**src/ioc_defines.vh**
```
// Purpose: Constants for the global I/O, output clock and in-band control registers
// Assumes: Byte-wide register port, byte addresses as printed
// Notes: Multi-byte register is big-endian, lowest address holds bits 31:24
`ifndef IOC_DEFINES_VH
`define IOC_DEFINES_VH

// ----------------------------------------
// Register byte addresses
// ----------------------------------------
`define IOC_ADDR_OUT_CLK 16'h0103
`define IOC_ADDR_IBA_B3 16'h0104
`define IOC_ADDR_IBA_B2 16'h0105
`define IOC_ADDR_IBA_B1 16'h0106
`define IOC_ADDR_IBA_B0 16'h0107
`define IOC_ADDR_DRIVE 16'h010D

// ----------------------------------------
// Output clock control fields
// ----------------------------------------
`define IOC_OCK_RDY_BIT 7
`define IOC_OCK_SRC_MSB 4
`define IOC_OCK_SRC_LSB 2
`define IOC_OCK_EN_BIT 1
`define IOC_OCK_FREQ_BIT 0
`define IOC_OCK_SRC_RST 3'h0
`define IOC_OCK_EN_RST 1'h1
`define IOC_OCK_FREQ_RST 1'h0
`define IOC_SRC_CRYSTAL 3'h0
`define IOC_SRC_LAST_PORT 3'h5

// ----------------------------------------
// In-band control fields (bit positions within 32-bit word)
// ----------------------------------------
`define IOC_IBA_EN_BIT 31
`define IOC_IBA_MATCH_BIT 30
`define IOC_IBA_RST_BIT 29
`define IOC_IBA_QUEUE_MSB 23
`define IOC_IBA_QUEUE_LSB 22
`define IOC_IBA_PORT_MSB 18
`define IOC_IBA_PORT_LSB 16
`define IOC_IBA_TPID_MSB 15
`define IOC_IBA_TPID_LSB 0
`define IOC_IBA_MATCH_RST 1'h0
`define IOC_IBA_QUEUE_RST 2'h1
`define IOC_IBA_PORT_RST 3'h6
`define IOC_IBA_TPID_RST 16'h40FE

// ----------------------------------------
// Drive strength fields
// ----------------------------------------
`define IOC_DRV_RSV7_BIT 7
`define IOC_DRV_HI_MSB 6
`define IOC_DRV_HI_LSB 4
`define IOC_DRV_RSV3_BIT 3
`define IOC_DRV_LO_MSB 2
`define IOC_DRV_LO_LSB 0
`define IOC_DRV_HI_RST 3'h6
`define IOC_DRV_LO_RST 3'h2
`define IOC_DRV_RSV_RST 1'h0

`endif

```
**src/ioc_regs.v**
```verilog
// Purpose: Output clock select, in-band engine control and drive strength registers
// Assumes: All inputs synchronous to clk_sys, clock sources sampled as levels
// Notes: Byte-wide register port, read data one cycle after the read strobe
//
// Function
// - Bit 7 of output clock register reads whether selected recovered clock is ready.
// - Bits 4:2 pick crystal or port 1..5 recovered clock; 6,7 reserved; reset 0.
// - Bit 1 enables sync output (reset 1); bit 0 picks 25/125 MHz (reset 0).
// - In-band enable bit 31 loads strap pin level after reset.
// - Bit 30 set drops management frames whose destination differs from switch address.
// - Writing one to bit 29 restarts the in-band engine; bit self-clears.
// - Bits 23:22 pick response transmit queue, reset 01.
// - Bits 18:16 pick management port 1..7, 111 reserved, reset 110.
// - Bits 15:0 hold writable frame type value, reset 0x40FE.
// - Drive bits 6:4 store high-speed setting, reset 110.
// - Drive bits 2:0 store low-speed setting, reset 010.
`timescale 1ns/1ps
`include "ioc_defines.vh"

module ioc_regs (
  // Clock and reset
  input wire clk_sys,
  input wire rst_b,
  // Register port
  input wire [15:0] reg_addr,
  input wire reg_wr,
  input wire [7:0] reg_wdata,
  input wire reg_rd,
  output reg [7:0] reg_rdata,
  output reg reg_rvalid,
  // Clock sources and readiness
  input wire crystal_input_pin,
  input wire [4:0] recovered_clk,
  input wire [4:0] recovered_clk_ready,
  // Strap
  input wire port7_rx_valid_strap_pin,
  // Sync clock output
  output reg sync_clock_out,
  output reg sync_clock_out_enable,
  output reg sync_clock_fast_sel,
  // In-band engine configuration
  output reg in_band_access_enable,
  output reg in_band_access_reset,
  output reg [1:0] iba_resp_queue,
  output reg [2:0] iba_mgmt_port,
  output reg [15:0] iba_frame_type,
  // Received management frame check
  input wire frame_valid,
  input wire [47:0] frame_dest_addr,
  input wire [47:0] switch_addr,
  output reg frame_accept,
  output reg frame_drop,
  // Drive strength
  output reg [2:0] drive_high_speed,
  output reg [2:0] drive_low_speed
);

  // ----------------------------------------
  // Storage
  // ----------------------------------------
  reg [2:0] clk_src_reg;
  reg clk_en_reg;
  reg clk_freq_reg;
  reg clk_rdy_reg;
  reg iba_en_reg;
  reg iba_match_reg;
  reg iba_rst_reg;
  reg [1:0] iba_queue_reg;
  reg [2:0] iba_port_reg;
  reg [15:0] iba_tpid_reg;
  reg [2:0] drv_hi_reg;
  reg [2:0] drv_lo_reg;
  reg drv_rsv7_reg;
  reg drv_rsv3_reg;
  reg strap_done_reg;
  reg [7:0] rdata_next;
  reg sel_level_next;
  reg sel_ready_next;

  wire wr_ock = reg_wr && (reg_addr == `IOC_ADDR_OUT_CLK);
  wire wr_b3 = reg_wr && (reg_addr == `IOC_ADDR_IBA_B3);
  wire wr_b2 = reg_wr && (reg_addr == `IOC_ADDR_IBA_B2);
  wire wr_b1 = reg_wr && (reg_addr == `IOC_ADDR_IBA_B1);
  wire wr_b0 = reg_wr && (reg_addr == `IOC_ADDR_IBA_B0);
  wire wr_drv = reg_wr && (reg_addr == `IOC_ADDR_DRIVE);

  // ----------------------------------------
  // Clock source selection
  // ----------------------------------------
  // Reserved codes give a quiet output and not-ready, never a stale source
  always @* begin
    sel_level_next = 1'b0;
    sel_ready_next = 1'b0;
    case (clk_src_reg)
      3'h0: begin
        sel_level_next = crystal_input_pin;
      end
      3'h1, 3'h2, 3'h3, 3'h4, 3'h5: begin
        sel_level_next = recovered_clk[clk_src_reg - 3'h1];
        sel_ready_next = recovered_clk_ready[clk_src_reg - 3'h1];
      end
      default: begin
        sel_level_next = 1'b0;
        sel_ready_next = 1'b0;
      end
    endcase
  end

  // ----------------------------------------
  // Register writes
  // ----------------------------------------
  always @(posedge clk_sys or negedge rst_b) begin
    if (!rst_b) begin
      clk_src_reg <= `IOC_OCK_SRC_RST;
      clk_en_reg <= `IOC_OCK_EN_RST;
      clk_freq_reg <= `IOC_OCK_FREQ_RST;
      clk_rdy_reg <= 1'b0;
      iba_en_reg <= 1'b0;
      iba_match_reg <= `IOC_IBA_MATCH_RST;
      iba_rst_reg <= 1'b0;
      iba_queue_reg <= `IOC_IBA_QUEUE_RST;
      iba_port_reg <= `IOC_IBA_PORT_RST;
      iba_tpid_reg <= `IOC_IBA_TPID_RST;
      drv_hi_reg <= `IOC_DRV_HI_RST;
      drv_lo_reg <= `IOC_DRV_LO_RST;
      drv_rsv7_reg <= `IOC_DRV_RSV_RST;
      drv_rsv3_reg <= `IOC_DRV_RSV_RST;
      strap_done_reg <= 1'b0;
    end else begin
      clk_rdy_reg <= sel_ready_next;
      if (wr_ock) begin
        // Bit 7 and bits 6:5 are not stored
        clk_src_reg <= reg_wdata[`IOC_OCK_SRC_MSB:`IOC_OCK_SRC_LSB];
        clk_en_reg <= reg_wdata[`IOC_OCK_EN_BIT];
        clk_freq_reg <= reg_wdata[`IOC_OCK_FREQ_BIT];
      end
      // Strap is caught on the first edge after release; it beats a write there
      strap_done_reg <= 1'b1;
      if (!strap_done_reg) begin
        iba_en_reg <= port7_rx_valid_strap_pin;
      end else if (wr_b3) begin
        iba_en_reg <= reg_wdata[`IOC_IBA_EN_BIT - 24];
      end
      if (wr_b3) begin
        iba_match_reg <= reg_wdata[`IOC_IBA_MATCH_BIT - 24];
      end
      // One-cycle pulse, bit drops back on its own
      iba_rst_reg <= wr_b3 && reg_wdata[`IOC_IBA_RST_BIT - 24];
      if (wr_b2) begin
        iba_queue_reg <= reg_wdata[`IOC_IBA_QUEUE_MSB-16:`IOC_IBA_QUEUE_LSB-16];
        iba_port_reg <= reg_wdata[`IOC_IBA_PORT_MSB-16:`IOC_IBA_PORT_LSB-16];
      end
      if (wr_b1) begin
        iba_tpid_reg[15:8] <= reg_wdata;
      end
      if (wr_b0) begin
        iba_tpid_reg[7:0] <= reg_wdata;
      end
      if (wr_drv) begin
        drv_hi_reg <= reg_wdata[`IOC_DRV_HI_MSB:`IOC_DRV_HI_LSB];
        drv_lo_reg <= reg_wdata[`IOC_DRV_LO_MSB:`IOC_DRV_LO_LSB];
        drv_rsv7_reg <= reg_wdata[`IOC_DRV_RSV7_BIT];
        drv_rsv3_reg <= reg_wdata[`IOC_DRV_RSV3_BIT];
      end
    end
  end

  // ----------------------------------------
  // Read mux
  // ----------------------------------------
  always @* begin
    rdata_next = 8'h00;
    case (reg_addr)
      `IOC_ADDR_OUT_CLK: begin
        rdata_next = {clk_rdy_reg, 2'b00, clk_src_reg, clk_en_reg, clk_freq_reg};
      end
      `IOC_ADDR_IBA_B3: begin
        rdata_next = {iba_en_reg, iba_match_reg, iba_rst_reg, 5'h00};
      end
      `IOC_ADDR_IBA_B2: begin
        rdata_next = {iba_queue_reg, 3'b000, iba_port_reg};
      end
      `IOC_ADDR_IBA_B1: begin
        rdata_next = iba_tpid_reg[15:8];
      end
      `IOC_ADDR_IBA_B0: begin
        rdata_next = iba_tpid_reg[7:0];
      end
      `IOC_ADDR_DRIVE: begin
        rdata_next = {drv_rsv7_reg, drv_hi_reg, drv_rsv3_reg, drv_lo_reg};
      end
      default: begin
        rdata_next = 8'h00;
      end
    endcase
  end

  // ----------------------------------------
  // Registered outputs
  // ----------------------------------------
  always @(posedge clk_sys or negedge rst_b) begin
    if (!rst_b) begin
      reg_rdata <= 8'h00;
      reg_rvalid <= 1'b0;
      sync_clock_out <= 1'b0;
      sync_clock_out_enable <= 1'b0;
      sync_clock_fast_sel <= 1'b0;
      in_band_access_enable <= 1'b0;
      in_band_access_reset <= 1'b0;
      iba_resp_queue <= `IOC_IBA_QUEUE_RST;
      iba_mgmt_port <= `IOC_IBA_PORT_RST;
      iba_frame_type <= `IOC_IBA_TPID_RST;
      frame_accept <= 1'b0;
      frame_drop <= 1'b0;
      drive_high_speed <= `IOC_DRV_HI_RST;
      drive_low_speed <= `IOC_DRV_LO_RST;
    end else begin
      reg_rvalid <= reg_rd;
      if (reg_rd) begin
        reg_rdata <= rdata_next;
      end
      // Level sampling adds one cycle of delay; fine for a sync reference
      sync_clock_out <= clk_en_reg & sel_level_next;
      sync_clock_out_enable <= clk_en_reg;
      sync_clock_fast_sel <= clk_freq_reg;
      in_band_access_enable <= iba_en_reg;
      in_band_access_reset <= iba_rst_reg;
      iba_resp_queue <= iba_queue_reg;
      iba_mgmt_port <= iba_port_reg;
      iba_frame_type <= iba_tpid_reg;
      drive_high_speed <= drv_hi_reg;
      drive_low_speed <= drv_lo_reg;
      // Frames are only judged while the engine is enabled
      frame_accept <= frame_valid && iba_en_reg &&
                      (!iba_match_reg || (frame_dest_addr == switch_addr));
      frame_drop <= frame_valid && iba_en_reg && iba_match_reg &&
                    (frame_dest_addr != switch_addr);
    end
  end

endmodule // ioc_regs

```
**config.mk**
```make
export PLATFORM = sky130hd
export DESIGN_NAME = ioc_regs
export DESIGN_NICKNAME = d
export VERILOG_FILES = /design/src/ioc_regs.v
export VERILOG_INCLUDE_DIRS = /design/src
export SDC_FILE = /design/constraint.sdc
export NUM_CORES = 1
export LEC_CHECK = 0
export BUFFER_PORTS_ARGS = -buffer_cell sky130_fd_sc_hd__buf_2
export CELL_PAD_IN_SITES_DETAIL_PLACEMENT = 0
export CELL_PAD_IN_SITES_GLOBAL_PLACEMENT = 2
export CORE_MARGIN = 10
export CORE_UTILIZATION = 31
export CTS_CLUSTER_DIAMETER = 40
export DETAILED_ROUTE_END_ITERATION = 16
export PLACE_DENSITY_LB_ADDON = 0.25
export SLEW_MARGIN = 10
export SYNTH_ARGS = -nofsm -noshare
export SYNTH_HDL_FRONTEND = slang
export SYNTH_SLANG_ARGS = --single-unit
```
**constraint.sdc**
```tcl
create_clock -name clk_sys -period 2.7 [get_ports clk_sys]
set_input_delay 0.135 -clock clk_sys [delete_from_list [all_inputs] [get_ports clk_sys]]
set_output_delay 0.135 -clock clk_sys [all_outputs]
set_load 0.005 [all_outputs]
```
Yosys cells after proc, flatten, opt, wreduce, memory -nomap -nowiden

Cells that the tools add are included.

Register bits after elaboration: 82
Latch bits: 0
RAM bits: 0
Memory bits (read-only): 0
Input port bits: 137
Output and inout bits: 43
Word-level logic and storage cells: 71
Memories: 0

$add $sub $neg: 1
Multiply operators: 0
Divide/modulo/power cells: 0
$lt $le $gt $ge: 1
Equal/unequal tests: 14
Shift operators: 0
Multiplexer cells: 9
Bitwise operators: 1
Reduce and logical (&&, ||, !) cells: 15

Operators with widths:

| kind                                                  | count |
|---|---|
| equality test 16 x 9 -> 1 bit (second input constant) | 6 |
| equality test 48 bit                                  | 1 |
| != test 48 bit                                        | 1 |
| one-hot mux 8 bit (6 select lines)                    | 1 |
| logical AND 1 bit                                     | 11 |
| binary-select mux 1 bit (select 3 bit)                | 2 |
| equality test 3 x 2 -> 1 bit (second input constant)  | 2 |
| equality test 3 bit (second input constant)           | 2 |
| 2-to-1 mux 1 bit                                      | 5 |
| OR reduction 5 bit                                    | 1 |
| < comparator 3 x 4 -> 1 bit (second input constant)   | 1 |
| equality test 3 x 1 -> 1 bit (second input constant)  | 1 |
| logical NOT 3 bit                                     | 1 |
| subtractor 3 x 1 -> 3 bit (second input constant)     | 1 |
| != test 2 x 1 -> 1 bit (second input constant)        | 1 |
| one-hot mux 1 bit (2 select lines)                    | 1 |
| AND 1 bit                                             | 1 |
| logical NOT 1 bit                                     | 1 |
| logical OR 1 bit                                      | 1 |

Depth between registers and ports, before layout

Gate-level depths: netlist of run 1.

Depth in word-level cells: 5
Depth in mapped cells: 8
Gate-level depth less buffers: 7

Worst setup path after synthesis of run 1

Ideal clock, no wire load.

Path type: register to register
From: register clk_src_reg[0]
To: register sync_clock_out
Library setup time: 0.119 ns
Data arrival time: 1.678 ns
Required time: 2.581 ns
Setup slack: 0.903 ns
Cell stages (with the launch flop): 8
Path buffers: 1
Clock period less this slack: 1.797 ns
Cell sequence: dfrtp_1 -> clkbuf_1 -> inv_1 -> ha_1 -> mux4_2 -> mux2i_1 -> o22ai_1 -> and2_1

Longest elaborated chain between the ends: 5
Elaborated cells between the ends (all ways): 12
Classes of those cells: add/sub: 1; eq/ne: 5; mux: 3; bitwise: 1; reduce/logical: 2

RTL lines:

| element                                | RTL line       | source |
|---|---|---|
| from (decl)                            | ioc_regs.v:61  | `reg [2:0] clk_src_reg;` |
| from (signal assigned)                 | ioc_regs.v:114 | `` clk_src_reg <= `IOC_OCK_SRC_RST; `` |
| from (signal assigned)                 | ioc_regs.v:133 | `` clk_src_reg <= reg_wdata[`IOC_OCK_SRC_MSB:`IOC_OCK_SRC_LSB]; `` |
| subtractor 3 x 1 -> 3 bit              | ioc_regs.v:99  | `sel_level_next = recovered_clk[clk_src_reg - 3'h1];` |
| binary-select mux 1 bit (select 3 bit) | ioc_regs.v:99  |  |
| 2-to-1 mux 1 bit (implied by the code) | ioc_regs.v:99  |  |
| one-hot mux 1 bit (2 select lines) *   | ioc_regs.v:94  | `case (clk_src_reg)` |
| AND 1 bit *                            | ioc_regs.v:223 | `sync_clock_out <= clk_en_reg & sel_level_next;` |
| to (signal assigned)                   | ioc_regs.v:223 |  |
| to (decl)                              | ioc_regs.v:38  | `output reg sync_clock_out,` |

Every way passes the cells marked *; elsewhere a longest branch is shown, timed or not. The select of a mux whose other input is x is not followed.
A chain may end at the register's enable or synchronous reset.

Final worst setup path of run 1

From: input reg_addr[9]
To: register iba_port_reg[0]

Longest elaborated chain between the ends: 2

RTL lines:

| element                       | RTL line       | source |
|---|---|---|
| from (decl)                   | ioc_regs.v:25  | `input wire [15:0] reg_addr,` |
| equality test 16 x 9 -> 1 bit | -              |  |
| logical AND 1 bit             | ioc_regs.v:82  | `` wire wr_b2 = reg_wr && (reg_addr == `IOC_ADDR_IBA_B2); `` |
| to (signal assigned)          | ioc_regs.v:122 | `` iba_port_reg <= `IOC_IBA_PORT_RST; `` |
| to (signal assigned)          | ioc_regs.v:151 | `` iba_port_reg <= reg_wdata[`IOC_IBA_PORT_MSB-16:`IOC_IBA_PORT_LSB-16]; `` |
| to (decl)                     | ioc_regs.v:69  | `reg [2:0] iba_port_reg;` |

No other way between the ends.

==> results of run 1 <==
-- cells by family (layout without fill, tap and decap cells) --
| family | count (synthesis) | count (layout) | synth area share (%) |
|---|---|---|---|
| simple gates | 62 | 62 | 11.45 |
| other cells | 1 | 1 | 0.09693 |
| compound gates | 27 | 27 | 4.851 |
| mux | 47 | 47 | 15.07 |
| buf+inv | 18 | 208 | 1.843 |
| xor+xnor | 49 | 49 | 11.09 |
| flops | 82 | 82 | 53.98 |
| fa+ha+maj | 5 | 5 | 1.617 |
-- report_power, final --
part           total [W]  leakage [nW]  internal [W]  switching, W
Combinational   0.000265          1.37      0.000139      0.000126
Sequential       0.00124          1.03       0.00124    0.00000337
Clock            0.00126         0.153      0.000808      0.000456
-- final cells by class --
type,instances,share of cell area (%)
Multi-Input combinational cell,191,32.41
Clock inverter,5,1.495
Tap cell,168,3.986
Clock buffer,11,4.413
Inverter,11,0.7829
Sequential cell,82,39.60
Timing Repair Buffer,181,17.32
-- stage by stage --
| stage | setup slack [ps] | instances | total power [W] | utilization [%] | hold slack [ps] |
|---|---|---|---|---|---|
| after floorplan | 902.5 | 291 | 0.001367 | - | -160.6 |
| after global placement | 622.3 | 633 | 0.001524 | 40.97 | 363.1 |
| after detailed placement | 538.9 | 633 | 0.001530 | 40.97 | 367.2 |
| after CTS | 874.9 | 649 | 0.002812 | 43.54 | 10.41 |
| after global routing | 777.7 | 649 | 0.002896 | 43.54 | 38.26 |
| final | 899.9 | 649 | 0.002771 | 43.54 | -36.87 |
-- worst min path at each step --
stage,from,to,slack [ps]
6_report,rst_b,clk_src_reg[2],-40
2_1_floorplan,rst_b,clk_freq_reg,-160
3_3_place_gp,iba_rst_reg,in_band_access_reset,360
3_5_place_dp,iba_tpid_reg[2],iba_frame_type[2],370
5_1_grt,frame_valid,frame_accept,40
4_1_cts,rst_b,clk_src_reg[2],10
-- metal layers --
layer,share of wire [%],vias up,wire length [µm]
met4,0.55,0,65
met2,53,80,6294
met1,42,1515,5004
met5,0,-,0
met3,4.7,6,557
li1,-,1429,-
-- placed cells by master, fill, tap and decap left out, types with 3 or more instances in the layout --
cell       instances
buf_2            178
dfrtp_1           53
xnor2_1           48
mux2_2            34
dfstp_2           29
nand4_1           15
inv_1             11
clkbuf_16          9
nand2_1            8
o22ai_1            8
nor2_1             7
a21oi_1            5
mux2i_1            5
ha_1               5
nor4_1             4
mux4_2             4
nand3_1            4
nor2b_1            4
a22oi_1            4
mux2_4             4
a221oi_1           3
buf_4              3
-- synth_stat cells, types with 3 or more instances --
| master | count |
|---|---|
| a21oi_1 | 5 |
| a221oi_1 | 3 |
| a22oi_1 | 4 |
| buf_2 | 3 |
| clkbuf_1 | 4 |
| dfrtp_1 | 53 |
| dfstp_2 | 29 |
| ha_1 | 5 |
| inv_1 | 11 |
| mux2_2 | 34 |
| mux2_4 | 4 |
| mux2i_1 | 5 |
| mux4_2 | 4 |
| nand2_1 | 8 |
| nand3_1 | 4 |
| nand4_1 | 15 |
| nor2_1 | 7 |
| nor2b_1 | 4 |
| nor4_1 | 4 |
| o22ai_1 | 8 |
| xnor2_1 | 48 |
-- worst max-delay path: stages --
cell and delay (ps):
buf_2 100, nor4b_2 430, nand4_1 450, nor3_2 520, mux2_2 380
==> results.sh, run 1 <==
export IMPL_nNetsFinal=618
export IMPL_critPathKind="input port to flip-flop"
export IMPL_worst_setup_path_start_kind="input port"
export IMPL_final_max_slew_viol_count=0
export IMPL_drc=0
export IMPL_post_dp_hpwl_mm=9.535
export IMPL_htreeDepth=3
export IMPL_num_rows=40
export IMPL_reg2reg_slack_ps=1020
export IMPL_clock_sinks=82
export IMPL_insertedDiodeCount=0
export IMPL_io_pins=180
export IMPL_cp_startpoint="reg_addr[9]"
export IMPL_skew_ps=4.579
export IMPL_ir_drop_mv=0.2794
export IMPL_status="complete, but fails checks"
export IMPL_cts_tree="done"
export IMPL_postCtsHoldBufs=0
export IMPL_cts_setup_buffers=0
export IMPL_drt_iter0_markers=161
export IMPL_syn_to_final_growth_pct=36.32
export IMPL_ys_warnings_count=0
export IMPL_drive_gt1_share_pct=57.38
export IMPL_core_area_um2=12110
export IMPL_grt_pass1_wl_mm=18.84
export IMPL_placed_area_um2=4962
export IMPL_maxSlewHeadroom_pct=32.32
export IMPL_start_util_pct=31.94
export IMPL_hold_viol_final=25
export IMPL_track_usage_pct=13.69
export IMPL_grt_overflow=0
export IMPL_clock_latency_ps=330
export IMPL_syn_nets=433
export IMPL_cts_root_buf="clkbuf_16"
export IMPL_synth_distinct_cells=44
export IMPL_synth_area_per_cell_um2=13.29
export IMPL_period_needed_ps=1800
export IMPL_syn_area_um2=3869
export IMPL_ys_top_cells_by_area="dfrtp_1 (34%), dfstp_2 (20%), xnor2_1 (11%)"
export IMPL_clockBufferDepth=2
export IMPL_period_share_pct=66.67
export IMPL_fp_dieH_um=131.7
export IMPL_drv_cap=0
export IMPL_ant_nets=0
export IMPL_synth_seq_cells=82
export IMPL_globalplace_congestion=0.7565
export IMPL_synthCells=291
export IMPL_numCtsBuffers=9
export IMPL_wl_per_cell_um=18.37
export IMPL_end_kind="flip-flop"
export IMPL_reg2reg_depth=6
export IMPL_cp_data_arrival_time_ps=2010
export IMPL_top_usage_layer="met2"
export IMPL_worst_pin_slew_ps=1015
export IMPL_port_buffers=179
export IMPL_min_path_type="input port to async pin"
export IMPL_post_cts_resized=0
export IMPL_synth_top_area_cell="dfrtp_1"
export IMPL_multi_input_area_um2=1709
export IMPL_nFillCells=1169
export IMPL_max_freq_mhz=555.5
export IMPL_synth_enable_flop_cells=0
export IMPL_regArea_um2=2088
export IMPL_setup_violations=0
export IMPL_use_met2_pct=23.52
export IMPL_die_area_um2=17350
export IMPL_gr_usage_met3_pct=3.849
export IMPL_async_reset_ff_share_pct=100.0
export IMPL_crit_path_end="iba_port_reg[0]"
export IMPL_rsz0062_at_grt="false"
export IMPL_tns_ps=0
export IMPL_path_clk_slew_ps=60
export IMPL_first_pass_iters=6
export IMPL_grt_pass1_vias=3325
export IMPL_p_per_area_nw_per_um2=525.4
export IMPL_vias_per_cell=4.669
export IMPL_power_leakage_nw=2.554
export IMPL_grt_max_degree=83
export IMPL_dieWidth_um=131.7
export IMPL_r2r_start="clk_src_reg[1]"
export IMPL_synth_seq_area_share_pct=53.98
export IMPL_crit_required_ps=2910
export IMPL_wl_mm=11.92
export IMPL_grtUsageMet1_pct=16.71
export IMPL_holdWs_ps=-36.87
export IMPL_crit_fanout=6
export IMPL_synth_ff_type="dfrtp_1"
export IMPL_violations="hold timing"
export IMPL_grt_antenna_before_repair=0
export IMPL_design_area_um2=5274
export IMPL_netlist_area_leader_share_pct=34.28
export IMPL_vias=3030
export IMPL_r2r_end="sync_clock_out"
Note: power is estimated with default switching activity, not from simulation.
==> run 2, diff against run 1 <==
Settings changed: CORE_UTILIZATION 31 to 26.
Clock period 2.7 ns to 1.6 ns, I/O delays scaled along.
==> run 2 against run 1 <==
- the flow now finishes without violations
- worst setup slack worse by 810 ps
- wire length is 4.3% higher
- sequential power is 69% higher
- flip-flop and latch count stayed put
- first-iteration DRC count is 37% lower
- register-to-register slack worse by 930 ps
- via count is 2.0% higher
- sequential share of layout area is 2.1 points lower
- critical path type is now flip-flop to flip-flop
- critical endpoint is now sync_clock_out
- highest routed layer unchanged
==> results.sh, run 2 (synthesis results as in run 1) <==
export IMPL_grt_overflow=0
export IMPL_die_area_um2=20160
export IMPL_grt_antenna_before_repair=1
export IMPL_pre_cts_ws_ps=-234.8
export IMPL_p_per_area_nw_per_um2=830.5
export IMPL_clkPwrFrac_pct=44.3
export IMPL_globalplace_congestion=0.7760
export IMPL_placed_area_um2=5223
export IMPL_start_util_pct=26.62
export IMPL_core_area_um2=14530
export IMPL_critPathKind="flip-flop to flip-flop"
export IMPL_min_path_type="input port to flip-flop"
export IMPL_first_pass_iters=4
export IMPL_netSwitchingPower_w=0.001030
export IMPL_power_frac_comb_pct=10.4
export IMPL_nNetsFinal=649
export IMPL_wl_mm=12.44
export IMPL_crit_fanout=3
export IMPL_drv_cap=0
export IMPL_max_freq_mhz=661.7
export IMPL_period_needed_ps=1511
export IMPL_cp_data_arrival_time_ps=1730
export IMPL_htreeDepth=3
export IMPL_vias=3090
export IMPL_cts_tree="done"
export IMPL_clockBufferDepth=2
export IMPL_ant_nets=0
export IMPL_p_seq_share_pct=45.3
export IMPL_num_rows=44
export IMPL_drc=0
export IMPL_drt_iter0_markers=102
export IMPL_layout_commonest_cell="buf_2"
export IMPL_path_clk_slew_ps=60
export IMPL_syn_to_final_growth_pct=43.86
export IMPL_drive_gt1_share_pct=60.16
export IMPL_nFillCells=1447
export IMPL_clock_sinks=82
export IMPL_final_cells=696
export IMPL_vias_per_cell=4.440
export IMPL_p_total_w=0.004622
export IMPL_rsz0062_at_grt="true"
export IMPL_setup_violations=0
export IMPL_internal_power_w=0.003593
export IMPL_grt_pass1_vias=3443
export IMPL_swShare_pct=22.28
export IMPL_skew_ps=4.465
export IMPL_final_max_slew_viol_count=0
export IMPL_dieWidth_um=142.0
export IMPL_postLayoutSetupSlackWorst_ps=88.76
export IMPL_io_pins=180
export IMPL_end_kind="flip-flop"
export IMPL_worst_setup_path_start_kind="flip-flop"
export IMPL_period_share_pct=94.45
export IMPL_post_dp_hpwl_mm=10.24
export IMPL_numCtsBuffers=9
export IMPL_final_cell_mix="buf_2 (178), dfrtp_1 (53), xnor2_1 (48)"
export IMPL_grt_pass1_wl_mm=19.36
export IMPL_tns_ps=0
export IMPL_port_buffers=179
export IMPL_crit_required_ps=1820
export IMPL_fp_dieH_um=142.0
export IMPL_ir_drop_mv=0.5694
export IMPL_status="finished, final reports clean"
export IMPL_grt_max_degree=36
export IMPL_wl_per_cell_um=17.87
export IMPL_insertedDiodeCount=0
export IMPL_hold_viol_final=0
export IMPL_power_leakage_nw=2.706
export IMPL_track_usage_pct=12.13
export IMPL_dp_cells=676
export IMPL_clock_latency_ps=330
export IMPL_cts_root_buf="clkbuf_16"
export IMPL_design_area_um2=5565
[run 2: path summary, 6_finish.rpt]
| check | startpoint | to | slack [ps] | cells past startpoint |
|---|---|---|---|---|
| min in group asynchronous | rst_b | drv_rsv3_reg | 250 | 2 |
| max in group asynchronous | rst_b | iba_mgmt_port[2] | 700 | 3 |
| worst min-delay path | reg_rd | reg_rvalid | 10 | 1 |
| worst max-delay path | clk_src_reg[0] | sync_clock_out | 90 | 6 |
| worst max register to register | clk_src_reg[0] | sync_clock_out | 90 | 6 |
| worst min register to register | drv_hi_reg[1] | drive_high_speed[1] | 380 | 0 |
[run 2: power groups by stage]
| stage | Combinational, W | Sequential, W | Clock, W |
|---|---|---|---|
| 6_report | 0.000480 | 0.00209 | 0.00205 |
| 5_1_grt | 0.000532 | 0.00209 | 0.00219 |
| 4_1_cts | 0.000489 | 0.00209 | 0.00212 |
| 3_5_place_dp | 0.000480 | 0.00213 | 0 |
| 3_3_place_gp | 0.000471 | 0.00213 | 0 |
| 2_1_floorplan | 0.000176 | 0.00213 | 0 |
[run 2: critical path: stages, from the launching register on]
cell and delay (ps):
dfrtp_1 400, inv_2 80, ha_4 270, mux4_2 280, mux2i_1 140, o22ai_1 100, and2_1 140
[run 2: final cells by class]
class,instances,area [µm²],share of cell area (%)
inverters,11,41.29,0.7419
multi-input cells,191,1729,31.07
flip-flops and latches,82,2088,37.52
clock buffers,11,242.7,4.362
well taps,184,230.2,4.137
repair buffers,212,1179,21.18
clock inverters,5,55.05,0.9892
[run 2: per-stage QoR]
stage | hold slack (ps) | utilization (%)
finish | 14.77 | 38.29
global route | 2.892 | 38.29
CTS | 1.227 | 38.19
detailed placement | 80.91 | 35.93
global placement | 71.97 | 35.93
floorplan | -215.6 | -
[run 2: routing by layer]
| metal | track usage (%) | vias up | share of wire, % |
|---|---|---|---|
| met3 | 4.306 | 7 | 5.9 |
| met2 | 20.65 | 86 | 51 |
| met1 | 14.47 | 1514 | 43 |
| met5 | 0 | - | 0 |
| li1 | - | 1483 | - |
| met4 | 2.313 | 0 | 0.70 |
[run 2: what timing repair did]
| item | 4_1_cts | 5_1_grt |
|---|---|---|
| endpoints found under the setup margin | 0 | 2 |
| hold buffers | 3 | 0 |
| hold endpoints to repair | 29 | 0 |
| buffers inserted | 0 | 1 |
| resized for setup | 0 | 1 |
==> run 3, diff against run 2 <==
Settings changed: CORE_UTILIZATION 26 to 29, CTS_BUF_LIST set to sky130_fd_sc_hd__clkbuf_4 sky130_fd_sc_hd__clkbuf_8 sky130_fd_sc_hd__clkbuf_16.
Clock period 1.6 ns to 1.45 ns, I/O delays scaled along.
==> run 3 against run 2 <==
- the flow now finishes with violations (setup timing)
- sequential share of layout area shrank 1.7 points
- die area fell by 8.9%
- cell count rose by 1.4%
- global-route usage rose by 0.81 points
- critical path type unchanged
==> results.sh, run 3 (synthesis results as in run 1) <==
export IMPL_max_freq_mhz=651.8
export IMPL_grt_pass1_vias=3415
export IMPL_nFillCells=1270
export IMPL_reg2reg_depth=6
export IMPL_tns_ps=-122.8
export IMPL_status="complete, but fails checks"
export IMPL_clockBufferDepth=2
export IMPL_drive_gt1_share_pct=63.33
export IMPL_wl_per_cell_um=17.17
export IMPL_crit_path_end="sync_clock_out"
export IMPL_clkPwrFrac_pct=45.8
export IMPL_grt_antenna_before_repair=2
export IMPL_path_clk_slew_ps=70
export IMPL_period_needed_ps=1534
export IMPL_drv_cap=0
export IMPL_p_seq_share_pct=43.6
export IMPL_internal_power_w=0.004162
export IMPL_final_cell_mix="buf_2 (174), dfrtp_1 (52), xnor2_1 (48)"
export IMPL_skew_ps=11.04
export IMPL_multi_input_area_um2=1805
export IMPL_cts_root_buf="clkbuf_16"
export IMPL_post_dp_hpwl_mm=9.840
export IMPL_grt_max_degree=32
export IMPL_grt_overflow=0
export IMPL_clock_sinks=82
export IMPL_start_util_pct=29.45
export IMPL_power_leakage_nw=2.832
export IMPL_crit_required_ps=1670
export IMPL_critPathKind="flip-flop to flip-flop"
export IMPL_drc=0
export IMPL_globalplace_congestion=0.8125
export IMPL_ant_nets=0
export IMPL_violations="setup timing"
export IMPL_numCtsBuffers=9
export IMPL_swShare_pct=21.53
export IMPL_worst_setup_path_start_kind="flip-flop"
export IMPL_reg2reg_slack_ps=-80
export IMPL_num_rows=42
export IMPL_core_area_um2=13140
export IMPL_min_path_type="input port to flip-flop"
export IMPL_final_util_pct=44.40
export IMPL_final_max_slew_viol_count=0
export IMPL_power_frac_comb_pct=10.6
export IMPL_holdWs_ps=32.45
export IMPL_p_per_area_nw_per_um2=909.3
export IMPL_layout_commonest_cell="buf_2"
export IMPL_setup_violations=2
export IMPL_htreeDepth=3
export IMPL_r2r_end="sync_clock_out"
export IMPL_nNetsFinal=666
export IMPL_gr_usage_met3_pct=4.525
export IMPL_syn_to_final_growth_pct=50.78
export IMPL_hold_viol_final=0
export IMPL_clock_latency_ps=330
export IMPL_grtUsageMet1_pct=15.56
export IMPL_cts_tree="done"
export IMPL_end_kind="flip-flop"
export IMPL_top_usage_layer="met2"
export IMPL_track_usage_pct=12.94
export IMPL_rsz0062_at_grt="true"
export IMPL_crit_fanout=4
export IMPL_vias=3149
export IMPL_cp_data_arrival_time_ps=1750
export IMPL_design_area_um2=5833
export IMPL_dieWidth_um=135.5
export IMPL_placed_area_um2=5330
export IMPL_first_pass_iters=4
export IMPL_drt_iter0_markers=167
export IMPL_regArea_um2=2090
export IMPL_r2r_start="clk_src_reg[0]"
export IMPL_die_area_um2=18360
export IMPL_use_met2_pct=21.49
export IMPL_vias_per_cell=4.460
export IMPL_period_share_pct=105.8
export IMPL_wl_mm=12.13
export IMPL_cp_startpoint="clk_src_reg[0]"
export IMPL_grt_pass1_wl_mm=18.69
export IMPL_ir_drop_mv=0.5376
export IMPL_fp_dieH_um=135.5
export IMPL_port_buffers=179
export IMPL_io_pins=180
export IMPL_netSwitchingPower_w=0.001142
export IMPL_postLayoutSetupSlackWorst_ps=-84.23
run 3: cell types whose count changed in the layout (fill, tap and decap cells not counted), sizes merged:
cell / delta
clkinvlp: -1
buf: +17
bufinv: +1
diode: +1
run 3: through the flow:
stage               worst slack (ps)  cells  total power [W]
global route                  -156.1    706         0.005537
finish                        -84.23    706         0.005304
detailed placement            -329.7    679         0.002900
CTS                           -86.54    698         0.005349
floorplan                     -107.9    291         0.002549
global placement              -291.5    679         0.002891
run 3: worst min path at each step:
stage / cells after the start / endpoint / slack, ps / startpoint
after floorplan: 0 / clk_freq_reg / -220 / rst_b
after global placement: 1 / drv_rsv3_reg / -9 / rst_b
after detailed placement: 1 / drv_rsv3_reg / -4 / rst_b
after CTS: 2 / clk_src_reg[2] / 30 / reg_wdata[4]
after global routing: 2 / clk_src_reg[2] / 40 / reg_wdata[4]
final: 3 / clk_rdy_reg / 30 / recovered_clk_ready[4]
run 3: layout make-up:
cell class / instances / area share, %
clock buffers: 11 / 4.118
multi-input cells: 191 / 30.95
repair buffers: 229 / 23.14
diodes: 1 / 0.04290
flip-flops and latches: 82 / 35.82
inverters: 11 / 0.7508
clock inverters: 5 / 1.394
well taps: 176 / 3.775
run 3: power groups by stage:
| stage | Sequential (W) | Combinational (W) | Clock [W] |
|---|---|---|---|
| after global placement | 0.00235 | 0.000542 | 0 |
| after detailed placement | 0.00235 | 0.000552 | 0 |
| after floorplan | 0.00235 | 0.000199 | 0 |
| after CTS | 0.00231 | 0.000560 | 0.00248 |
| final | 0.00231 | 0.000563 | 0.00243 |
| after global routing | 0.00231 | 0.000625 | 0.00260 |
run 3: worst max-delay path, cell delays in order (launching register included):
cell	delay, ps
dfrtp_2	420
inv_4	60
ha_4	270
mux4_2	270
mux2i_1	140
o22ai_1	90
and2_1	160
run 3: repair_timing:
action | CTS | global route
buffers inserted | 0 | 7
pin swaps | 5 | 12
gates cloned | 0 | 0
hold buffers | 3 | 0
gates resized for setup | 5 | 19
setup endpoints to repair | 3 | 21
hold endpoints to repair | 61 | 0
run 3: routing by layer:
metal  share of wire, %  routed length (µm)
met5               0.11                  13
met4                1.4                 171
met3                6.6                 798
met2                 50                6116
met1                 41                5025
